### src/aacbe_pkg.sv
`default_nettype none
package aacbe_pkg;
    localparam int unsigned PC_W = 21;
    localparam int unsigned FA_W = 12;
    localparam int unsigned ADDR_W = 8;

    // Register byte offsets on the APB port.
    localparam logic [ADDR_W-1:0] OFS_CTRL   = 8'h00;
    localparam logic [ADDR_W-1:0] OFS_STATUS = 8'h04;
    localparam logic [ADDR_W-1:0] OFS_WREG   = 8'h08;
    localparam logic [ADDR_W-1:0] OFS_BANK   = 8'h0C;
    localparam logic [ADDR_W-1:0] OFS_PC     = 8'h10;
    localparam logic [ADDR_W-1:0] OFS_IDXB   = 8'h14;
    localparam logic [ADDR_W-1:0] OFS_STATE  = 8'h18;

    // Field positions.
    localparam int unsigned CTRL_RUN = 0;
    localparam int unsigned CTRL_EXT = 1;
    localparam int unsigned FLG_C    = 0;
    localparam int unsigned FLG_DC   = 1;
    localparam int unsigned FLG_Z    = 2;
    localparam int unsigned FLG_OV   = 3;
    localparam int unsigned FLG_N    = 4;
    localparam int unsigned BIT_D    = 9;
    localparam int unsigned BIT_A    = 8;

    // Opcode patterns.
    localparam logic [5:0] OPC_ADD_WREG_FILE_WITH_CARRY = 6'h08;
    localparam logic [5:0] OPC_AND_WREG_FILE            = 6'h05;
    localparam logic [7:0] OPC_AND_LITERAL_INTO_WREG    = 8'h0B;
    localparam logic [7:0] OPC_BRANCH_ON_CARRY_SET      = 8'hE2;

    // Addressing constants.
    localparam logic [7:0]      IDX_MAX_F   = 8'h5F;
    localparam logic [7:0]      ACC_SPLIT   = 8'h60;
    localparam logic [3:0]      ACC_HI_BANK = 4'hF;
    localparam logic [3:0]      ACC_LO_BANK = 4'h0;
    localparam logic [PC_W-1:0] PC_STEP     = 21'h000002;

    // Reset values.
    localparam logic [1:0]      CTRL_RST   = 2'h0;
    localparam logic [4:0]      STATUS_RST = 5'h00;
    localparam logic [7:0]      WREG_RST   = 8'h00;
    localparam logic [3:0]      BANK_RST   = 4'h0;
    localparam logic [PC_W-1:0] PC_RST     = 21'h000000;
    localparam logic [FA_W-1:0] IDXB_RST   = 12'h000;

    typedef enum logic [1:0] {Q1, Q2, Q3, Q4} aacbe_qph_t;
    typedef enum logic [2:0] {OP_NOP, OP_ADDC, OP_ANDF, OP_ANDL, OP_BC} aacbe_op_t;
endpackage
`default_nettype wire

### src/aacbe_exec.sv
// Functional notes
// - Opcode 0010 00da adds working register, carry and file register to destination.
// - Add with carry updates negative, overflow, carry, digit carry and zero.
// - Destination bit 0 writes working register; 1 writes the file register.
// - Access bit 0 picks access bank; 1 uses bank pointer for upper bits.
// - Extended set, access bit 0, operand up to 95 selects indexed literal offset.
// - File instructions decode Q1, read Q2, process Q3, write Q4.
// - AND literal combines working register with low byte into working register.
// - Both AND forms update only negative and zero flags.
// - Opcode 0001 01da ANDs working register with file register to destination.
// - Opcode 1110 0010 branches only when carry is 1, else falls through.
// - Taken branch adds twice the signed 8-bit offset to incremented counter.
// - Untaken branch takes one cycle; taken adds one cycle of no-operations.
// - Branch on carry leaves every status flag unchanged.
// - Target uses counter already incremented past the branch word.
//
// Implementation choices: the placing of the registers and register access over APB.
`default_nettype none
module aacbe_exec
    import aacbe_pkg::*;
(
    input  wire logic                         pclk,         // Core clock.
    input  wire logic                         presetn,      // Asynchronous reset, active low.
    input  wire logic                         clk_en,       // Freezes all state while low.
    input  wire logic                         psel,         // APB select.
    input  wire logic                         penable,      // APB enable.
    input  wire logic                         pwrite,       // APB direction.
    input  wire logic [aacbe_pkg::ADDR_W-1:0] paddr,        // APB byte address.
    input  wire logic [31:0]                  pwdata,       // APB write data.
    output logic      [31:0]                  prdata,       // APB read data.
    output logic                              pready,       // APB ready.
    output logic                              pslverr,      // APB error on unmapped address.
    output logic      [aacbe_pkg::PC_W-1:0]   prog_addr,    // Program memory byte address.
    input  wire logic [15:0]                  prog_data,    // Instruction word at prog_addr.
    output logic      [aacbe_pkg::FA_W-1:0]   file_addr,    // Data memory address.
    output logic                              file_rd_en,   // Data memory read strobe.
    input  wire logic [7:0]                   file_rd_data, // Data memory read data.
    output logic                              file_wr_en,   // Data memory write strobe.
    output logic      [7:0]                   file_wr_data, // Data memory write data.
    output aacbe_pkg::aacbe_qph_t             q_phase       // Current instruction phase.
);
    import aacbe_pkg::*;

    logic [1:0]      ctrl_reg;
    logic [4:0]      status_reg;
    logic [7:0]      wreg_reg;
    logic [3:0]      bank_reg;
    logic [PC_W-1:0] pc_reg;
    logic [FA_W-1:0] idxb_reg;
    aacbe_qph_t      qph_reg;
    aacbe_op_t       op_reg;
    logic [15:0]     instr_reg;
    logic [7:0]      opnd_reg;
    logic [7:0]      result_reg;
    logic [4:0]      flags_reg;
    logic            flush_reg;
    logic [FA_W-1:0] file_addr_reg;
    logic            file_rd_reg;
    logic            file_wr_reg;
    logic [7:0]      file_wd_reg;
    logic [31:0]     prdata_reg;

    logic            adv;
    logic            apb_wr;
    logic            mapped;
    logic            dest_file;
    logic            is_file_op;
    logic            take_branch;
    logic [8:0]      add_sum;
    logic [4:0]      add_nib;
    logic [7:0]      and_val;
    logic [7:0]      alu_res;
    logic [4:0]      alu_flags;
    logic [PC_W-1:0] br_target;

    function automatic aacbe_op_t decode_op(input logic [15:0] i);
        if (i[15:10] == OPC_ADD_WREG_FILE_WITH_CARRY) begin
            return OP_ADDC;
        end else if (i[15:10] == OPC_AND_WREG_FILE) begin
            return OP_ANDF;
        end else if (i[15:8] == OPC_AND_LITERAL_INTO_WREG) begin
            return OP_ANDL;
        end else if (i[15:8] == OPC_BRANCH_ON_CARRY_SET) begin
            return OP_BC;
        end
        return OP_NOP;
    endfunction

    function automatic logic [FA_W-1:0] file_address(
        input logic [7:0]      f,
        input logic            acc,
        input logic            ext,
        input logic [3:0]      bank,
        input logic [FA_W-1:0] base
    );
        if (acc) begin
            return {bank, f};
        end else if (ext && f <= IDX_MAX_F) begin
            return FA_W'(base + {4'h0, f});
        end else if (f < ACC_SPLIT) begin
            return {ACC_LO_BANK, f};
        end
        return {ACC_HI_BANK, f};
    endfunction

    assign adv        = clk_en && ctrl_reg[CTRL_RUN];
    assign dest_file  = instr_reg[BIT_D];
    assign is_file_op = (op_reg == OP_ADDC) || (op_reg == OP_ANDF);

    // Arithmetic for the process phase.
    assign add_sum = {1'b0, wreg_reg} + {1'b0, opnd_reg} + {8'h00, status_reg[FLG_C]};
    assign add_nib = {1'b0, wreg_reg[3:0]} + {1'b0, opnd_reg[3:0]} + {4'h0, status_reg[FLG_C]};
    assign and_val = (op_reg == OP_ANDL) ? instr_reg[7:0] : opnd_reg;

    always_comb begin
        alu_res   = wreg_reg & and_val;
        alu_flags = status_reg;
        if (op_reg == OP_ADDC) begin
            alu_res           = add_sum[7:0];
            alu_flags[FLG_C]  = add_sum[8];
            alu_flags[FLG_DC] = add_nib[4];
            alu_flags[FLG_OV] = (wreg_reg[7] == opnd_reg[7]) && (add_sum[7] != wreg_reg[7]);
        end
        alu_flags[FLG_N] = alu_res[7];
        alu_flags[FLG_Z] = (alu_res == 8'h00);
    end

    assign take_branch = (op_reg == OP_BC) && status_reg[FLG_C];
    assign br_target   = PC_W'(pc_reg + {{(PC_W-9){instr_reg[7]}}, instr_reg[7:0], 1'b0});

    // Phase sequencer; holds its current phase while the core is stopped.
    always_ff @(posedge pclk or negedge presetn) begin
        if (!presetn) begin
            qph_reg <= Q1;
        end else if (adv) begin
            unique case (qph_reg)
                Q1: qph_reg <= Q2;
                Q2: qph_reg <= Q3;
                Q3: qph_reg <= Q4;
                Q4: qph_reg <= Q1;
            endcase
        end
    end

    // Decode at the end of Q1; a refill cycle decodes nothing.
    always_ff @(posedge pclk or negedge presetn) begin
        if (!presetn) begin
            op_reg    <= OP_NOP;
            instr_reg <= 16'h0000;
        end else if (adv && qph_reg == Q1) begin
            op_reg    <= flush_reg ? OP_NOP : decode_op(prog_data);
            instr_reg <= flush_reg ? 16'h0000 : prog_data;
        end
    end

    // Data memory read in Q2 and write in Q4.
    always_ff @(posedge pclk or negedge presetn) begin
        if (!presetn) begin
            file_addr_reg <= {FA_W{1'b0}};
            file_rd_reg   <= 1'b0;
            file_wr_reg   <= 1'b0;
            file_wd_reg   <= 8'h00;
            opnd_reg      <= 8'h00;
        end else if (adv) begin
            file_rd_reg <= 1'b0;
            file_wr_reg <= 1'b0;
            if (qph_reg == Q1 && !flush_reg) begin
                file_addr_reg <= file_address(prog_data[7:0], prog_data[BIT_A], ctrl_reg[CTRL_EXT],
                                              bank_reg, idxb_reg);
                file_rd_reg   <= (decode_op(prog_data) == OP_ADDC) || (decode_op(prog_data) == OP_ANDF);
            end
            if (qph_reg == Q2) begin
                opnd_reg <= file_rd_data;
            end
            if (qph_reg == Q3) begin
                file_wr_reg <= is_file_op && dest_file;
                file_wd_reg <= alu_res;
            end
        end
    end

    // Process in Q3.
    always_ff @(posedge pclk or negedge presetn) begin
        if (!presetn) begin
            result_reg <= 8'h00;
            flags_reg  <= STATUS_RST;
        end else if (adv && qph_reg == Q3) begin
            result_reg <= alu_res;
            flags_reg  <= alu_flags;
        end
    end

    // Second cycle of a taken branch is a whole cycle of no-operations.
    always_ff @(posedge pclk or negedge presetn) begin
        if (!presetn) begin
            flush_reg <= 1'b0;
        end else if (adv && qph_reg == Q4) begin
            flush_reg <= !flush_reg && take_branch;
        end
    end

    // APB slave: zero wait states, registered read data.
    assign apb_wr  = psel && penable && pwrite;
    assign pready  = 1'b1;
    assign mapped  = (paddr == OFS_CTRL) || (paddr == OFS_STATUS) || (paddr == OFS_WREG) || (paddr == OFS_BANK)
                     || (paddr == OFS_PC) || (paddr == OFS_IDXB) || (paddr == OFS_STATE);
    assign pslverr = psel && penable && !mapped;

    always_ff @(posedge pclk or negedge presetn) begin
        if (!presetn) begin
            prdata_reg <= 32'h00000000;
        end else if (clk_en && psel && !penable) begin
            unique case (paddr)
                OFS_CTRL:   prdata_reg <= {30'h0, ctrl_reg};
                OFS_STATUS: prdata_reg <= {27'h0, status_reg};
                OFS_WREG:   prdata_reg <= {24'h0, wreg_reg};
                OFS_BANK:   prdata_reg <= {28'h0, bank_reg};
                OFS_PC:     prdata_reg <= {11'h0, pc_reg};
                OFS_IDXB:   prdata_reg <= {20'h0, idxb_reg};
                OFS_STATE:  prdata_reg <= {10'h0, instr_reg, op_reg, flush_reg, qph_reg};
                default:    prdata_reg <= 32'h00000000;
            endcase
        end
    end

    always_ff @(posedge pclk or negedge presetn) begin
        if (!presetn) begin
            ctrl_reg <= CTRL_RST;
            bank_reg <= BANK_RST;
            idxb_reg <= IDXB_RST;
        end else if (clk_en && apb_wr) begin
            if (paddr == OFS_CTRL) begin
                ctrl_reg <= pwdata[1:0];
            end
            if (paddr == OFS_BANK) begin
                bank_reg <= pwdata[3:0];
            end
            if (paddr == OFS_IDXB) begin
                idxb_reg <= pwdata[FA_W-1:0];
            end
        end
    end

    // Core writes in Q4 win over a software write in the same cycle.
    always_ff @(posedge pclk or negedge presetn) begin
        if (!presetn) begin
            wreg_reg <= WREG_RST;
        end else if (adv && qph_reg == Q4 && (op_reg == OP_ANDL || (is_file_op && !dest_file))) begin
            wreg_reg <= result_reg;
        end else if (clk_en && apb_wr && paddr == OFS_WREG) begin
            wreg_reg <= pwdata[7:0];
        end
    end

    always_ff @(posedge pclk or negedge presetn) begin
        if (!presetn) begin
            status_reg <= STATUS_RST;
        end else if (adv && qph_reg == Q4 && (is_file_op || op_reg == OP_ANDL)) begin
            status_reg <= flags_reg;
        end else if (clk_en && apb_wr && paddr == OFS_STATUS) begin
            status_reg <= pwdata[4:0];
        end
    end

    always_ff @(posedge pclk or negedge presetn) begin
        if (!presetn) begin
            pc_reg <= PC_RST;
        end else if (adv && qph_reg == Q1 && !flush_reg) begin
            pc_reg <= PC_W'(pc_reg + PC_STEP);
        end else if (adv && qph_reg == Q4 && take_branch) begin
            pc_reg <= br_target;
        end else if (clk_en && apb_wr && paddr == OFS_PC) begin
            pc_reg <= pwdata[PC_W-1:0];
        end
    end

    assign prdata       = prdata_reg;
    assign prog_addr    = pc_reg;
    assign file_addr    = file_addr_reg;
    assign file_rd_en   = file_rd_reg;
    assign file_wr_en   = file_wr_reg;
    assign file_wr_data = file_wd_reg;
    assign q_phase      = qph_reg;

    // Checks; a stall of the core abandons any pending check.
    logic [7:0] exp_add;
    logic [7:0] exp_and;
    assign exp_add = add_sum[7:0];
    assign exp_and = wreg_reg & instr_reg[7:0];
endmodule // aacbe_exec
`default_nettype wire

### config.mk
export PLATFORM = sky130hd
export DESIGN_NAME = aacbe_exec
export DESIGN_NICKNAME = d
export VERILOG_FILES = /design/src/aacbe_pkg.sv /design/src/aacbe_exec.sv
export SDC_FILE = /design/constraint.sdc
export NUM_CORES = 1
export LEC_CHECK = 0
export BUFFER_PORTS_ARGS = -buffer_cell sky130_fd_sc_hd__buf_2
export CAP_MARGIN = 5
export CORE_MARGIN = 4
export CORE_UTILIZATION = 36
export DETAILED_ROUTE_END_ITERATION = 12
export PLACE_DENSITY_LB_ADDON = 0.2
export SLEW_MARGIN = 0
export SYNTH_ARGS = -nofsm -noshare
export SYNTH_HDL_FRONTEND = slang
export SYNTH_SLANG_ARGS = --single-unit
export TNS_END_PERCENT = 20
### constraint.sdc
create_clock -name pclk -period 6.3 [get_ports pclk]
set_input_delay 1.26 -clock pclk [delete_from_list [all_inputs] [get_ports pclk]]
set_output_delay 1.26 -clock pclk [all_outputs]
set_load 0.03 [all_outputs]
==> results.md <==
* Required time reported for the critical path endpoint at slightly above 5 ns
* Inserted Diodes at 0
* Utilization after layout at 42.6%
* Area added between synthesis and finish at 16.7%
* Number of design rule violations left after detail routing at 0
* Post-route ant nets at 0
* Final count of pins violating max slew at 0
* Ratio of cells with drive above 1 in the final layout at 19.8%
* Standard cell area after detailed placement at 9410 um^2
* Root Buffer: sky130_fd_sc_hd__clkbuf_16
* Peak clock frequency supported by timing at 280 MHz
* Vias in the first global route at 7375
* Width of the die at 162 um
* Count of filler cells inserted in the layout at 2403
* Overflow left after global routing at 0
* Setup slack at placement at 2.44 ns
* First-pass GRT wire length at 42800 um
* Most frequent cells in the layout: 130 x sky130_fd_sc_hd__dfrtp_1, 125 x sky130_fd_sc_hd__buf_2, 119 x sky130_fd_sc_hd__nand2_1, 93 x sky130_fd_sc_hd__o21ai_0, 72 x sky130_fd_sc_hd__a21oi_1
* Xor and xnor area share after synthesis at 3.06%
* Number of cells produced by synthesis at 959
* Outcome: complete, no violations
* Max FO, Critical Path at 25
* Main flop type after synthesis: sky130_fd_sc_hd__dfrtp_1
* Clock tree from TritonCTS: yes
* Cells along the critical path: buf_2, a31oi_1, nor2_1, buf_2
* I/O Pins at 149
* Final cell count without fillers at 1393
* Number of buffers on the longest clock path at 2
* Die area at ~26000 um^2
* Power, Total at ~2.0 mW
* Global routing usage summed across all routing layers at a little over a fifth
* Initial antenna violation count at 1
* Critical path launch point type: input port
* RSZ-0062 raised after global routing: no
* Average wire length per cell after detail routing at 19.9 um
* Count of different cell masters after synthesis at 78
* Seq cells post-synth at 130
* Proportion of synthesized area in mux cells at approximately 8.5%
* Router iterations before antenna repair at 6
* Max-slew headroom at the worst pin at 21.3%
* EDFF count, synth at 0
* Mean area per synthesized cell at 8.94 um^2
* Capturing element type of the critical path: output port
* Buffers inserted during post-CTS setup optimization at 0
* Floorplan die height at 162 um
* Input/output buffers at between 100 and 150
* Data arrival time at the worst-slack endpoint at between 2 and 2.5 ns
* Count of cells resized by post-cts repair at 0
* Largest register FFs at 22
* Initial core utilization at 36.5%
* Final TNS setup at 0 ns
* Worst IR drop on VDD at 0.000178 V
* Synth Cell Area at 8580 um^2
* Post-route cell area at 10000 um^2
* Half-perimeter wire length after detailed placement at 20800 um
* Routability congestion estimate from global placement at 0.889
* Final period demand of the worst path at between 3 and 4 ns
* Later-pin clock latency in the skew report at 0.43 ns
* Adder-cell area share of the yosys netlist at 6.77%
* Row Count at 56
* Final Net Count at 1175
* Clock edge transition at the registers on the reported setup and hold paths at 0.06 ns
* Pin count of the biggest net entering global routing at 80
* Most prevalent standard cell on the critical path: sky130_fd_sc_hd__buf_2
* CTS H-tree depth at 4
* Average via count per standard cell at 5.55
* Delay contributed by the slowest stage of the critical path at 0.54 ns
* Count of max-cap constraint violations at 0
* Clock Skew at 0.00772 ns
* Most common cell after layout, fill and taps aside: sky130_fd_sc_hd__dfrtp_1
* Cells after DPL at 1361
* Least setup slack across all paths after layout at 2.73 ns
* Final Hold Fails at 0
* Wirelength, routed at 27700 um
* Synthesis warning total at 0
* Area fraction in compound gates after synthesis at 22.3%
* Post-CTS Hold Buffers at 0
* Slowest-stage cell, CP: sky130_fd_sc_hd__buf_2
* Worst-margin pin slew at 1.17 ns
* Portion of the clock cycle consumed by the worst path in the final layout at 56.7%
* Post-synthesis sequential area ratio at a little under two fifths
* Combinational family with the most area after synthesis: compound AO/OA/AOI/OAI gates
* Crit Path Class: in2out
* Count of clock tree sinks at between 100 and 150
* Cell Pwr Density at a little over 200 nW/um^2
* Final Setup Violations at 0
* Total via count in the routed design at 7728
* 1st-iter DRT viols at 649
* Core box area at roughly 23000 um^2
* Class of the most critical hold timing path: reg2reg
* Share of flip-flops with an asynchronous set or reset at 100%
* Synth Area in Simple Gates at about 17%
* Final hold slack at roughly 0.47 ns
* Total clock buffers created by CTS at 17
* Cell leakage power at a little under 5 nW
-- path summary, 6_finish.rpt --
kind	slack [ns]	endpoint	cells past startpoint	start
setup reg to reg	3.25	prog_addr[15]	8	instr_reg[7]
setup / recovery	2.73	pslverr	4	paddr[3]
hold / removal	0.47	prdata[7]	2	prdata[7]
min in group asynchronous	0.89	file_addr[2]	1	presetn
max in group asynchronous	4.23	prdata[14]	2	presetn
hold reg to reg	0.47	prdata[7]	2	prdata[7]
-- area by class of cell --
class,instances,area (um^2),share of cell area (%)
Clock buffer,17,425,4.25
Multi-Input combinational cell,754,4970,49.7
Timing Repair Buffer,132,682,6.81
Clock inverter,15,178,1.77
Tap cell,319,399,3.99
Inverter,26,97.6,0.975
Sequential cell,130,3250,32.5
-- layer usage --
layer  track usage [%]  share of wire, %
met4              5.00               1.6
met5                 0             0.029
met1              31.0                48
met2              30.2                43
met3              5.92               7.5
-- worst max-delay path, delay by kind of cell --
family / cells / cell delay (ns)
buf+inv: 2 / 0.74
compound gates: 1 / 0.18
simple gates: 1 / 0.12
-- where the power goes --
part	internal, mW	switching [mW]	total [mW]
combinational	0.0529	0.104	0.157
clock	0.595	0.419	1.01
sequential	0.844	0.0156	0.860
total	1.49	0.538	2.03
-- cell families (layout without fill, tap and decap cells) --
logic type      after synthesis  after routing
flops                       130            130
simple gates                297            297
mux                          67             67
fa+ha+maj                    44             44
other cells                   2             11
buf+inv                      84            190
compound gates              305            305
xor+xnor                     30             30
-- Yosys cell counts (6+ instances only) --
cell type                  number  area (um^2)
sky130_fd_sc_hd__a21o_1        14          105
sky130_fd_sc_hd__clkbuf_1      32          120
sky130_fd_sc_hd__mux2_2        26          293
sky130_fd_sc_hd__ha_1          40          500
sky130_fd_sc_hd__mux2i_1       39          390
sky130_fd_sc_hd__o22ai_1       11         68.8
sky130_fd_sc_hd__buf_2          6         30.0
sky130_fd_sc_hd__nor2_1        55          206
sky130_fd_sc_hd__inv_1         26         97.6
sky130_fd_sc_hd__a211oi_1      13         97.6
sky130_fd_sc_hd__o31ai_1       12         90.1
sky130_fd_sc_hd__nor2b_1        8         50.1
sky130_fd_sc_hd__nand3_1       22          110
sky130_fd_sc_hd__nand3b_1       6         45.0
sky130_fd_sc_hd__xor2_1        21          184
sky130_fd_sc_hd__o21a_1         7         52.6
sky130_fd_sc_hd__a22o_1         7         61.3
sky130_fd_sc_hd__buf_4         13         97.6
sky130_fd_sc_hd__xnor2_1        9         78.8
sky130_fd_sc_hd__nor3_1        19         95.1
sky130_fd_sc_hd__o21ai_0       93          465
sky130_fd_sc_hd__dfrtp_1      130         3250
sky130_fd_sc_hd__o211ai_1       7         52.6
sky130_fd_sc_hd__and3_1         9         56.3
sky130_fd_sc_hd__nand2_1      119          447
sky130_fd_sc_hd__a21oi_1       72          360
sky130_fd_sc_hd__nand2b_1      16          100
sky130_fd_sc_hd__a31oi_1       19          119
sky130_fd_sc_hd__a22oi_1        9         67.6
Power figures use the tool's default switching activity.
